<file path="src/core/nifb_pkg.sv">
/*
 * Package of the node identification frame builder: field offsets,
 * frame constants, register map, timing counts and the carrier struct.
 * Assumes a single 50 MHz system clock shared by all users.
 */
package nifb_pkg;

    // Clock and timing
    localparam longint unsigned CLK_HZ = 64'd50_000_000;
    localparam longint unsigned SYNC_WAIT_S = 64'd30;
    localparam longint unsigned SYNC_WAIT_CYCLES = SYNC_WAIT_S * CLK_HZ;
    localparam longint unsigned LED_FLASH_MS = 64'd250;
    localparam longint unsigned LED_FLASH_CYCLES = (LED_FLASH_MS * CLK_HZ) / 64'd1000;

    // Frame constants
    localparam logic [7:0] START_DELIM = 8'h7e;
    localparam logic [7:0] FRAME_TYPE_NODE_ID = 8'h95;
    localparam logic [15:0] RESERVED_FILL = 16'hfffe;
    localparam logic [7:0] NAME_TERM = 8'h00;
    localparam logic [7:0] NAME_PAD = 8'h20;
    localparam logic [7:0] CKSUM_BASE = 8'hff;
    localparam logic [7:0] OPT_BCAST = 8'h02;
    localparam int OPT_METHOD_LSB = 6;
    localparam logic [7:0] EVENT_BUTTON = 8'h01;
    // Profile and maker codes: arbitrary neutral values
    localparam logic [15:0] PROFILE_CODE = 16'h1234;
    localparam logic [15:0] MAKER_CODE = 16'h5678;

    // Fixed byte offsets and counts
    localparam logic [6:0] OFS_DELIM = 7'h00;
    localparam logic [6:0] OFS_LEN = 7'h01;
    localparam logic [6:0] OFS_TYPE = 7'h03;
    localparam logic [6:0] OFS_SRC = 7'h04;
    localparam logic [6:0] OFS_RES0 = 7'h0c;
    localparam logic [6:0] OFS_OPT = 7'h0e;
    localparam logic [6:0] OFS_RES1 = 7'h0f;
    localparam logic [6:0] OFS_REMOTE = 7'h11;
    localparam logic [6:0] OFS_NAME = 7'h19;
    localparam logic [6:0] CKSUM_FROM = 7'h03;
    localparam logic [6:0] TAIL_FIXED = 7'h08;
    localparam logic [6:0] LEN_FIXED = 7'h1e;

    // Name string storage, characters without terminator
    localparam int NAME_MAX = 20;

    // Register map (byte addresses)
    localparam logic [7:0] REG_DISC_OPT = 8'h00;
    localparam logic [7:0] REG_COMMISSION = 8'h04;
    localparam logic [7:0] REG_STATUS = 8'h08;
    localparam int DISC_TAG_BIT = 0;
    localparam int DISC_RSSI_BIT = 1;
    localparam logic [1:0] DISC_OPT_RESET = 2'h0;
    localparam logic [7:0] COMMISSION_IDENT = 8'h01;

    // Delivery method codes
    localparam logic [1:0] METHOD_INVALID = 2'h0;

    // One received identification broadcast
    typedef struct packed {
        logic [63:0] src_addr;
        logic [63:0] remote_addr;
        logic bcast;
        logic [1:0] method;
        logic [NAME_MAX-1:0][7:0] name;
        logic [4:0] name_len;
        logic [7:0] role;
        logic [7:0] event_code;
        logic [31:0] dev_tag;
        logic [7:0] rssi;
    } nifb_rx_type;

    typedef enum logic [1:0] {
        ST_IDLE = 2'b01,
        ST_SEND = 2'b10
    } nifb_state_type;

endpackage : nifb_pkg

</file>
<file path="src/core/nifb_frame_builder.sv">
/*
 * Node identification frame builder: captures one received identification
 * broadcast, serialises the indicator frame byte by byte toward the host
 * port, flashes the association indicator, and raises the node's own
 * identification request on a button press, a commissioning write or a
 * long synchronous-sleep wait.
 * Assumes rx_* and tx_ready come from logic on clk; button is a raw pin.
 * Assumes the host paces the byte stream only through tx_ready.
 */
// The implementer's own choices: the address-and-strobe port and the register offsets.
// Operation
// - One indicator frame per received identification broadcast with a valid delivery method; one arriving while rx_ready is low is dropped.
// - Own identification on single button press or commissioning write of 1.
// - Own identification after 30 s awake waiting for sync.
// - Start delimiter byte at offset 0.
// - Length at offset 1 counts bytes between length and checksum.
// - Frame type 0x95 at offset 3, source address at offset 4.
// - Reserved fields at 12, 15 and after name carry 0xfffe.
// - Options at 14, bit 1 marks broadcast, reserved bits zero.
// - Options bits 7:6 carry delivery method; code 00 invalid.
// - Remote originator address at offset 17.
// - Null-terminated name from offset 25, two bytes minimum.
// - Network role byte follows the reserved field after name.
// - Source event byte follows the role byte.
// - Fixed profile and maker codes follow the event byte.
// - Device type tag present only when its discovery bit set.
// - Signal strength byte before checksum only when its bit set.
// - Checksum is 0xff minus byte sum from offset 3.
// - Association indicator flashes on each received broadcast with a valid delivery method.
module nifb_frame_builder
    import nifb_pkg::*;
#(
    parameter longint unsigned SYNC_WAIT = SYNC_WAIT_CYCLES,
    parameter longint unsigned LED_FLASH = LED_FLASH_CYCLES
)
(
    // Clock and reset
    input wire logic clk,
    input wire logic reset,
    // Register port
    input wire logic [7:0] reg_addr,
    input wire logic [31:0] reg_wdata,
    input wire logic reg_wr,
    input wire logic reg_rd,
    output logic [31:0] reg_rdata,
    // Received identification broadcast
    input wire logic rx_valid,
    input wire nifb_rx_type rx_info,
    output logic rx_ready,
    // Byte stream to host serial port
    output logic [7:0] tx_data,
    output logic tx_valid,
    input wire logic tx_ready,
    output logic tx_last,
    // Local identification sources
    input wire logic button,
    input wire logic sync_waiting,
    output logic ident_req,
    // Association indicator
    output logic assoc_led
);

    nifb_state_type state_r;
    nifb_rx_type cap_r;
    logic [7:0] name_r [NAME_MAX];
    logic [6:0] name_bytes_r;
    logic [6:0] idx_r;
    logic [6:0] last_idx_r;
    logic [15:0] len_r;
    logic [7:0] sum_r;
    logic [1:0] disc_opt_r;
    logic [15:0] sent_cnt_r;
    logic [7:0] drop_cnt_r;
    logic [1:0] btn_sync_r;
    logic btn_prev_r;
    logic [31:0] wait_cnt_r;
    logic wait_done_r;
    logic [31:0] led_cnt_r;
    logic [7:0] cur_byte;
    logic [6:0] tail_rel;
    logic [6:0] name_rel;
    logic load_ok;
    logic take_rx;
    logic [6:0] nb_nxt;
    logic [6:0] opt_len;

    // Output register accepts a new byte whenever it is empty or drained
    assign load_ok = !tx_valid || tx_ready;
    assign take_rx = rx_valid && rx_ready && (rx_info.method != METHOD_INVALID);

    // Terminated name bytes; empty names padded so the field is two bytes
    assign nb_nxt = (rx_info.name_len == 5'h00) ? 7'h02 : {2'h0, rx_info.name_len} + 7'h01;
    assign opt_len = (disc_opt_r[DISC_TAG_BIT] ? 7'h04 : 7'h00)
        + (disc_opt_r[DISC_RSSI_BIT] ? 7'h01 : 7'h00);

    // Frame byte selection from position
    assign name_rel = idx_r - OFS_NAME;
    assign tail_rel = idx_r - OFS_NAME - name_bytes_r;

    always_comb
    begin
        cur_byte = 8'h00;
        if (idx_r == last_idx_r)
            cur_byte = CKSUM_BASE - sum_r;
        else if (idx_r < OFS_NAME)
        begin
            unique case (idx_r)
                OFS_DELIM: cur_byte = START_DELIM;
                OFS_LEN: cur_byte = len_r[15:8];
                OFS_LEN + 7'h01: cur_byte = len_r[7:0];
                OFS_TYPE: cur_byte = FRAME_TYPE_NODE_ID;
                OFS_RES0, OFS_RES1: cur_byte = RESERVED_FILL[15:8];
                OFS_RES0 + 7'h01, OFS_RES1 + 7'h01: cur_byte = RESERVED_FILL[7:0];
                OFS_OPT: cur_byte = {cap_r.method, 6'h00}
                    | (cap_r.bcast ? OPT_BCAST : 8'h00);
                default:
                begin
                    if (idx_r >= OFS_REMOTE)
                        cur_byte = cap_r.remote_addr[8'(7'h07 - (idx_r - OFS_REMOTE)) * 8 +: 8];
                    else
                        cur_byte = cap_r.src_addr[8'(7'h07 - (idx_r - OFS_SRC)) * 8 +: 8];
                end
            endcase
        end
        else if (name_rel < name_bytes_r)
        begin
            if (name_rel == name_bytes_r - 7'h01)
                cur_byte = NAME_TERM;
            else if (cap_r.name_len == 5'h00)
                cur_byte = NAME_PAD;
            else
                cur_byte = name_r[name_rel[4:0]];
        end
        else
        begin
            unique case (tail_rel)
                7'h00: cur_byte = RESERVED_FILL[15:8];
                7'h01: cur_byte = RESERVED_FILL[7:0];
                7'h02: cur_byte = cap_r.role;
                7'h03: cur_byte = cap_r.event_code;
                7'h04: cur_byte = PROFILE_CODE[15:8];
                7'h05: cur_byte = PROFILE_CODE[7:0];
                7'h06: cur_byte = MAKER_CODE[15:8];
                7'h07: cur_byte = MAKER_CODE[7:0];
                default:
                begin
                    // Tag first, then signal strength
                    if (disc_opt_r[DISC_TAG_BIT] && tail_rel < TAIL_FIXED + 7'h04)
                        cur_byte = cap_r.dev_tag[8'(7'h03 - (tail_rel - TAIL_FIXED)) * 8 +: 8];
                    else
                        cur_byte = cap_r.rssi;
                end
            endcase
        end
    end

    // Frame sequencer; capture only while idle, busy refuses via rx_ready
    always_ff @(posedge clk)
    begin
        if (reset)
        begin
            state_r <= ST_IDLE;
            idx_r <= 7'h00;
            last_idx_r <= 7'h00;
            len_r <= 16'h0000;
            name_bytes_r <= 7'h02;
            cap_r <= '0;
        end
        else
        begin
            unique case (state_r)
                ST_IDLE:
                begin
                    if (take_rx)
                    begin
                        cap_r <= rx_info;
                        name_bytes_r <= nb_nxt;
                        len_r <= {9'h000, LEN_FIXED + nb_nxt + opt_len};
                        last_idx_r <= OFS_NAME + nb_nxt + TAIL_FIXED + opt_len;
                        idx_r <= 7'h00;
                        state_r <= ST_SEND;
                    end
                end
                ST_SEND:
                begin
                    if (load_ok)
                    begin
                        idx_r <= idx_r + 7'h01;
                        if (idx_r == last_idx_r)
                            state_r <= ST_IDLE;
                    end
                end
            endcase
        end
    end

    // Name storage, indexed flip-flops
    generate
        for (genvar i = 0; i < NAME_MAX; i++)
        begin : g_name
            always_ff @(posedge clk)
            begin
                if (reset)
                    name_r[i] <= 8'h00;
                else if (take_rx && state_r == ST_IDLE)
                    name_r[i] <= rx_info.name[NAME_MAX - 1 - i];
            end
        end
    endgenerate

    // Running checksum over bytes from the frame type onward
    always_ff @(posedge clk)
    begin
        if (reset || state_r == ST_IDLE)
            sum_r <= 8'h00;
        else if (load_ok && idx_r >= CKSUM_FROM && idx_r != last_idx_r)
            sum_r <= sum_r + cur_byte;
    end

    // Output byte register
    always_ff @(posedge clk)
    begin
        if (reset)
        begin
            tx_valid <= 1'b0;
            tx_data <= 8'h00;
            tx_last <= 1'b0;
        end
        else if (load_ok)
        begin
            tx_valid <= (state_r == ST_SEND);
            tx_data <= cur_byte;
            tx_last <= (state_r == ST_SEND) && (idx_r == last_idx_r);
        end
    end

    // Ready only in idle; next frame may start once the last byte is loaded
    always_ff @(posedge clk)
    begin
        if (reset)
            rx_ready <= 1'b0;
        else
            rx_ready <= (state_r == ST_IDLE) && !take_rx
                && !(state_r == ST_SEND && load_ok && idx_r != last_idx_r);
    end

    // Counters: frames built and broadcasts dropped
    always_ff @(posedge clk)
    begin
        if (reset)
        begin
            sent_cnt_r <= 16'h0000;
            drop_cnt_r <= 8'h00;
        end
        else
        begin
            if (state_r == ST_SEND && load_ok && idx_r == last_idx_r)
                sent_cnt_r <= sent_cnt_r + 16'h0001;
            if (rx_valid && !take_rx && drop_cnt_r != 8'hff)
                drop_cnt_r <= drop_cnt_r + 8'h01; // Saturates, no wrap
        end
    end

    // Indicator flash, retriggered by every valid broadcast
    always_ff @(posedge clk)
    begin
        if (reset)
        begin
            led_cnt_r <= 32'h0000_0000;
            assoc_led <= 1'b0;
        end
        else
        begin
            if (rx_valid && rx_info.method != METHOD_INVALID)
                led_cnt_r <= 32'(LED_FLASH);
            else if (led_cnt_r != 32'h0000_0000)
                led_cnt_r <= led_cnt_r - 32'h0000_0001;
            assoc_led <= (led_cnt_r != 32'h0000_0000);
        end
    end

    // Button pin synchroniser and press edge
    always_ff @(posedge clk)
    begin
        if (reset)
        begin
            btn_sync_r <= 2'h0;
            btn_prev_r <= 1'b0;
        end
        else
        begin
            btn_sync_r <= {btn_sync_r[0], button};
            btn_prev_r <= btn_sync_r[1];
        end
    end

    // Sync-sleep wait timer fires once per awake period
    always_ff @(posedge clk)
    begin
        if (reset || !sync_waiting)
        begin
            wait_cnt_r <= 32'h0000_0000;
            wait_done_r <= 1'b0;
        end
        else if (!wait_done_r)
        begin
            if (wait_cnt_r == 32'(SYNC_WAIT) - 32'h0000_0001)
                wait_done_r <= 1'b1;
            wait_cnt_r <= wait_cnt_r + 32'h0000_0001;
        end
    end

    // Own identification request, one-cycle pulse
    always_ff @(posedge clk)
    begin
        if (reset)
            ident_req <= 1'b0;
        else
            ident_req <= (btn_sync_r[1] && !btn_prev_r)
                || (reg_wr && reg_addr == REG_COMMISSION
                    && reg_wdata[7:0] == COMMISSION_IDENT)
                || (sync_waiting && !wait_done_r
                    && wait_cnt_r == 32'(SYNC_WAIT) - 32'h0000_0001);
    end

    // Register writes
    always_ff @(posedge clk)
    begin
        if (reset)
            disc_opt_r <= DISC_OPT_RESET;
        else if (reg_wr && reg_addr == REG_DISC_OPT)
            disc_opt_r <= reg_wdata[1:0];
    end

    // Register reads, data one cycle after the strobe, zero otherwise
    always_ff @(posedge clk)
    begin
        if (reset || !reg_rd)
            reg_rdata <= 32'h0000_0000;
        else
        begin
            unique case (reg_addr)
                REG_DISC_OPT: reg_rdata <= {30'h0000_0000, disc_opt_r};
                REG_STATUS: reg_rdata <= {7'h00, (state_r == ST_SEND), drop_cnt_r, sent_cnt_r};
                default: reg_rdata <= 32'h0000_0000;
            endcase
        end
    end

endmodule : nifb_frame_builder

</file>
<file path="config.mk">
export PLATFORM = sky130hd
export DESIGN_NAME = nifb_frame_builder
export DESIGN_NICKNAME = d
export VERILOG_FILES = /design/src/core/nifb_pkg.sv /design/src/core/nifb_frame_builder.sv
export SDC_FILE = /design/constraint.sdc
export NUM_CORES = 1
export LEC_CHECK = 0
export ABC_AREA = 1
export BUFFER_PORTS_ARGS = -buffer_cell sky130_fd_sc_hd__buf_2
export CAP_MARGIN = 20
export CELL_PAD_IN_SITES_DETAIL_PLACEMENT = 0
export CELL_PAD_IN_SITES_GLOBAL_PLACEMENT = 2
export CORE_MARGIN = 4
export CORE_UTILIZATION = 29
export DETAILED_ROUTE_END_ITERATION = 8
export MAX_ROUTING_LAYER = met4
export PLACE_DENSITY_LB_ADDON = 0.1
export SYNTH_ARGS = -nofsm -noshare
export SYNTH_HDL_FRONTEND = slang
export SYNTH_SLANG_ARGS = --single-unit
</file>
<file path="constraint.sdc">
create_clock -name clk -period 6.05 [get_ports clk]
set_input_delay 0.3025 -clock clk [delete_from_list [all_inputs] [get_ports clk]]
set_output_delay 0.3025 -clock clk [all_outputs]
set_load 0.02 [all_outputs]
</file>
==> impl_metrics.prom <==
# TYPE chip_impl_metric gauge
chip_impl_info{name="status",value="completed"} 1
chip_impl_metric{name="timing.critical_path.required",unit="ns"} 6.53
chip_impl_metric{name="slew-limit-headroom",unit=""} 0.1938
chip_impl_metric{name="fmax",unit="MHz"} 191.0
chip_impl_metric{name="wl",unit="µm"} 86220
chip_impl_info{name="clk_root_buf",value="clkbuf_16"} 1
chip_impl_metric{name="finalNonFillerCells",unit=""} 4875
chip_impl_metric{name="syn_inst_count",unit=""} 3079
chip_impl_metric{name="power.ir.vdd_worst",unit="µV"} 162.8
chip_impl_metric{name="period_minus_slack",unit="ns"} 5.236
chip_impl_metric{name="cp_max_fanout",unit=""} 10
chip_impl_metric{name="synth_enable_flop_cells",unit=""} 160
chip_impl_metric{name="post_route_cells_drive_above_1_share",unit=""} 0.1655
chip_impl_metric{name="detailedPlace.worstSlack",unit="ns"} 0.8012
chip_impl_metric{name="hold_ws",unit="ns"} 0.03424
chip_impl_metric{name="grt_use_total",unit=""} 0.1960
chip_impl_metric{name="finalWeightedCongestion",unit=""} 0.8313
chip_impl_metric{name="worst_pin_slew",unit="ns"} 1.209
chip_impl_metric{name="wl_per_cell",unit="µm"} 17.69
chip_impl_info{name="grt_setup_unrepaired",value="no"} 1
chip_impl_metric{name="slowest_delay",unit="ns"} 0.51
chip_impl_metric{name="worstPathArrival",unit="ns"} 5.72
chip_impl_metric{name="synth-async-reset-ratio",unit=""} 0
chip_impl_metric{name="first_pass_grt_wire_length",unit="µm"} 133800
chip_impl_metric{name="port_buffers",unit=""} 413
chip_impl_metric{name="hold_depth",unit=""} 3
chip_impl_metric{name="synth_top_area_share",unit=""} 0.2951
chip_impl_metric{name="initialDrtViolationCount",unit=""} 1134
chip_impl_metric{name="boundaryPins",unit=""} 445
chip_impl_info{name="r2r_endpoint",value="sum_r[7]"} 1
chip_impl_metric{name="placementRows",unit=""} 106
chip_impl_metric{name="totalNegativeSetupSlack",unit="ns"} 0
chip_impl_info{name="synth_top_flop_cell",value="dfxtp_1"} 1
chip_impl_metric{name="report.final.setup_viol",unit=""} 0
chip_impl_info{name="critical-path-top-cell-by-count",value="nand2_1"} 1
chip_impl_info{name="layout_commonest_cell",value="inv_1"} 1
chip_impl_metric{name="timing.final.ws_setup",unit="ns"} 0.8142
chip_impl_metric{name="total_power",unit="mW"} 9.021
chip_impl_metric{name="grt_overflow",unit=""} 0
chip_impl_metric{name="synth_sequential_area_ratio",unit=""} 0.4913
chip_impl_info{name="min_from",value="rx_info[191]"} 1
chip_impl_metric{name="synth_compound_area_frac",unit=""} 0.1729
chip_impl_metric{name="dr_total_vias",unit=""} 22400
chip_impl_info{name="hold_path.class",value="input port to flip-flop"} 1
chip_impl_metric{name="max_cap_violations",unit=""} 0
chip_impl_metric{name="synth.avg_cell_area",unit="µm²"} 7.953
chip_impl_metric{name="share_of_synthesized_cell_area_in_full_adder_half_adder_and_majority_cells",unit=""} 0.02391
chip_impl_info{name="worst_setup_path_end_kind",value="flip-flop"} 1
chip_impl_metric{name="cellPowerDensity",unit="nW/µm²"} 280.4
chip_impl_metric{name="post-route-util",unit=""} 0.3844
chip_impl_metric{name="post_cts.repair.setup_buffers",unit=""} 0
chip_impl_info{name="critical_path_class",value="flip-flop to flip-flop"} 1
chip_impl_metric{name="r2r_slack",unit="ns"} 0.81
chip_impl_metric{name="yosys_register_bits",unit=""} 521
chip_impl_metric{name="synth-xor-area-share",unit=""} 0.01211
chip_impl_metric{name="final_cell_area",unit="µm²"} 32170
chip_impl_metric{name="syn-cell-area",unit="µm²"} 24490
chip_impl_metric{name="routed_via_density",unit=""} 4.594
chip_impl_metric{name="syn2layout_area_growth",unit="%"} 31.38
chip_impl_metric{name="r2r.worst_path.cells",unit=""} 35
chip_impl_info{name="critical_path_s_slowest_cell",value="dfxtp_1"} 1
chip_impl_metric{name="numnets_final",unit=""} 4137
chip_impl_metric{name="cts_inserted_buffers",unit=""} 66
chip_impl_info{name="ys_top_cells_by_area",value="dfxtp_1, edfxtp_1, inv_1, nand2_1, o21ai_0"} 1
chip_impl_metric{name="cts_max_path_buffers",unit=""} 3
chip_impl_metric{name="die_area",unit="µm²"} 89160
chip_impl_info{name="rr_startpoint",value="idx_r[3]"} 1
chip_impl_metric{name="yosys.cell_types.count",unit=""} 58
chip_impl_metric{name="total_leakage_power",unit="nW"} 13.65
chip_impl_metric{name="maximum_number_of_pins_on_one_net_before_global_route_repair",unit=""} 197
chip_impl_metric{name="final_max_slew_viol_count",unit=""} 0
chip_impl_metric{name="detail_route.first_pass.iterations",unit=""} 5
chip_impl_metric{name="synth-warning-count",unit=""} 0
chip_impl_metric{name="final-hold-violation-count",unit=""} 0
chip_impl_info{name="most-common-layout-cells",value="inv_1, nand2_1, buf_2, nor2_1, dfxtp_1"} 1
chip_impl_info{name="hold_end",value="name_r[3][2]"} 1
chip_impl_metric{name="part_of_the_cycle_the_worst_path_needs",unit=""} 0.8654
chip_impl_info{name="clock_tree_from_tritoncts",value="done"} 1
chip_impl_metric{name="clkTransAtPathRegs",unit="ns"} 0.06
chip_impl_metric{name="fin_skew",unit="ns"} 0.01652
chip_impl_metric{name="clock_sinks",unit=""} 521
chip_impl_metric{name="drcViolationCount",unit=""} 0
chip_impl_metric{name="clock_latency",unit="ns"} 0.59
chip_impl_metric{name="placeableCoreArea",unit="µm²"} 83690
chip_impl_metric{name="synth_mux_area_frac",unit=""} 0
chip_impl_metric{name="synth-simple-area-share",unit=""} 0.1956
chip_impl_metric{name="post_place_cell_area",unit="µm²"} 27660
chip_impl_metric{name="place_hpwl",unit="µm"} 61180
chip_impl_metric{name="die_width",unit="µm"} 298.6
chip_impl_metric{name="die-height",unit="µm"} 298.6
chip_impl_info{name="crit_path_start_kind",value="flip-flop"} 1
chip_impl_info{name="synth_top_family_by_area",value="simple AND/OR/NAND/NOR gates"} 1
chip_impl_metric{name="dp.cells",unit=""} 4515
chip_impl_metric{name="antenna_violating_nets_post_route",unit=""} 0
chip_impl_metric{name="initial_utilization",unit=""} 0.2926
chip_impl_metric{name="first_global_vias",unit=""} 23160
chip_impl_info{name="netlist.top_cell.by_area",value="dfxtp_1"} 1
chip_impl_metric{name="cts.htree.levels",unit=""} 3
chip_impl_metric{name="antenna_violations_before_repair",unit=""} 3
worst max path at each step:
stage	slack [ns]	start	endpoint	cells after the start
4_1_cts	0.76	idx_r[3]	sum_r[7]	35
5_1_grt	0.12	idx_r[3]	sum_r[7]	36
3_5_place_dp	0.80	idx_r[3]	sum_r[7]	35
6_report	0.81	idx_r[3]	sum_r[7]	35
2_1_floorplan	0.74	idx_r[0]	sum_r[7]	44
3_3_place_gp	0.81	idx_r[3]	sum_r[7]	35
sequential cells by signal (all words and copies together), names as in the netlist, 2 cells and up:
register / count
btn_sync_r: 2
reg_rdata: 25
tx_data: 8
wait_cnt_r: 32
len_r: 7
idx_r: 7
last_idx_r: 7
led_cnt_r: 32
disc_opt_r: 2
name_r: 160
name_bytes_r: 6
sum_r: 8
drop_cnt_r: 8
state_r: 2
cap_r: 192
sent_cnt_r: 16
worst max-delay path: cells and delay by family, from the launching register on:
family | cells | cell delay, ns
adders and majority gates | 3 | 0.92
buffers and inverters | 6 | 0.50
DFF | 1 | 0.51
AOI/OAI and AO/OA | 7 | 1.14
and+or+nand+nor | 19 | 2.06
layout make-up:
| type | instances | area [µm²] |
|---|---|---|
| Clock inverter | 12 | 95.09 |
| Tap cell | 1134 | 1419 |
| Sequential cell | 521 | 12040 |
| Inverter | 501 | 1898 |
| Multi-Input combinational cell | 1915 | 9961 |
| Antenna cell | 1 | 2.502 |
| Fill cell | 8675 | 51510 |
| Timing Repair Buffer | 687 | 4782 |
| Clock buffer | 104 | 1981 |
metal layers:
metal  share of wire  vias up  GRT usage  routed length, µm
met1            0.45    10410     0.2465              39020
met4           0.034        0    0.06615               2934
li1                -    11360          -                  -
met2            0.48      497     0.3255              40970
met3           0.038      138    0.02688               3301
met5               0        -          -                  0
synth_stat cells, types with 10 or more instances:
cell type,instances
nor2_2,11
a22o_1,84
inv_2,16
nor4_1,13
ha_1,42
inv_1,482
nor3_1,67
edfxtp_1,160
xnor2_1,13
a32o_1,10
nand2_2,14
xor2_1,19
o221ai_1,13
a21oi_1,221
o21ai_0,302
a31oi_1,15
a32oi_1,10
nand3_1,108
nand2_1,453
nor3b_1,11
nand4_1,26
buf_2,43
o22ai_1,21
o21ai_1,17
o211ai_1,17
buf_4,12
dfxtp_1,361
nor2_1,363
clkbuf_1,85
power breakdown:
| group | total (mW) | switching, mW | leakage [nW] | internal (mW) |
|---|---|---|---|---|
| registers | 3.89 | 0.0800 | 4.59 | 3.81 |
| logic | 1.35 | 0.851 | 8.04 | 0.502 |
| clock network | 3.78 | 1.53 | 1.02 | 2.25 |
| total | 9.02 | 2.46 | 13.6 | 6.56 |
timing repair:
item | CTS | global route
hold endpoints to repair | 243 | 0
hold buffers | 243 | 0
gates resized for setup | 0 | 0
cells by family (layout without fill, tap and decap cells):
logic type                 count (synthesis)  after routing
and+or+nand+nor                         1102           1102
xor gates and xnor gates                  33             33
other                                      1              8
AOI/OAI and AO/OA                        728            728
adders and majority gates                 45             45
DFF                                      521            521
buffers and inverters                    649           1304
Note: power is estimated with default switching activity, not from simulation.
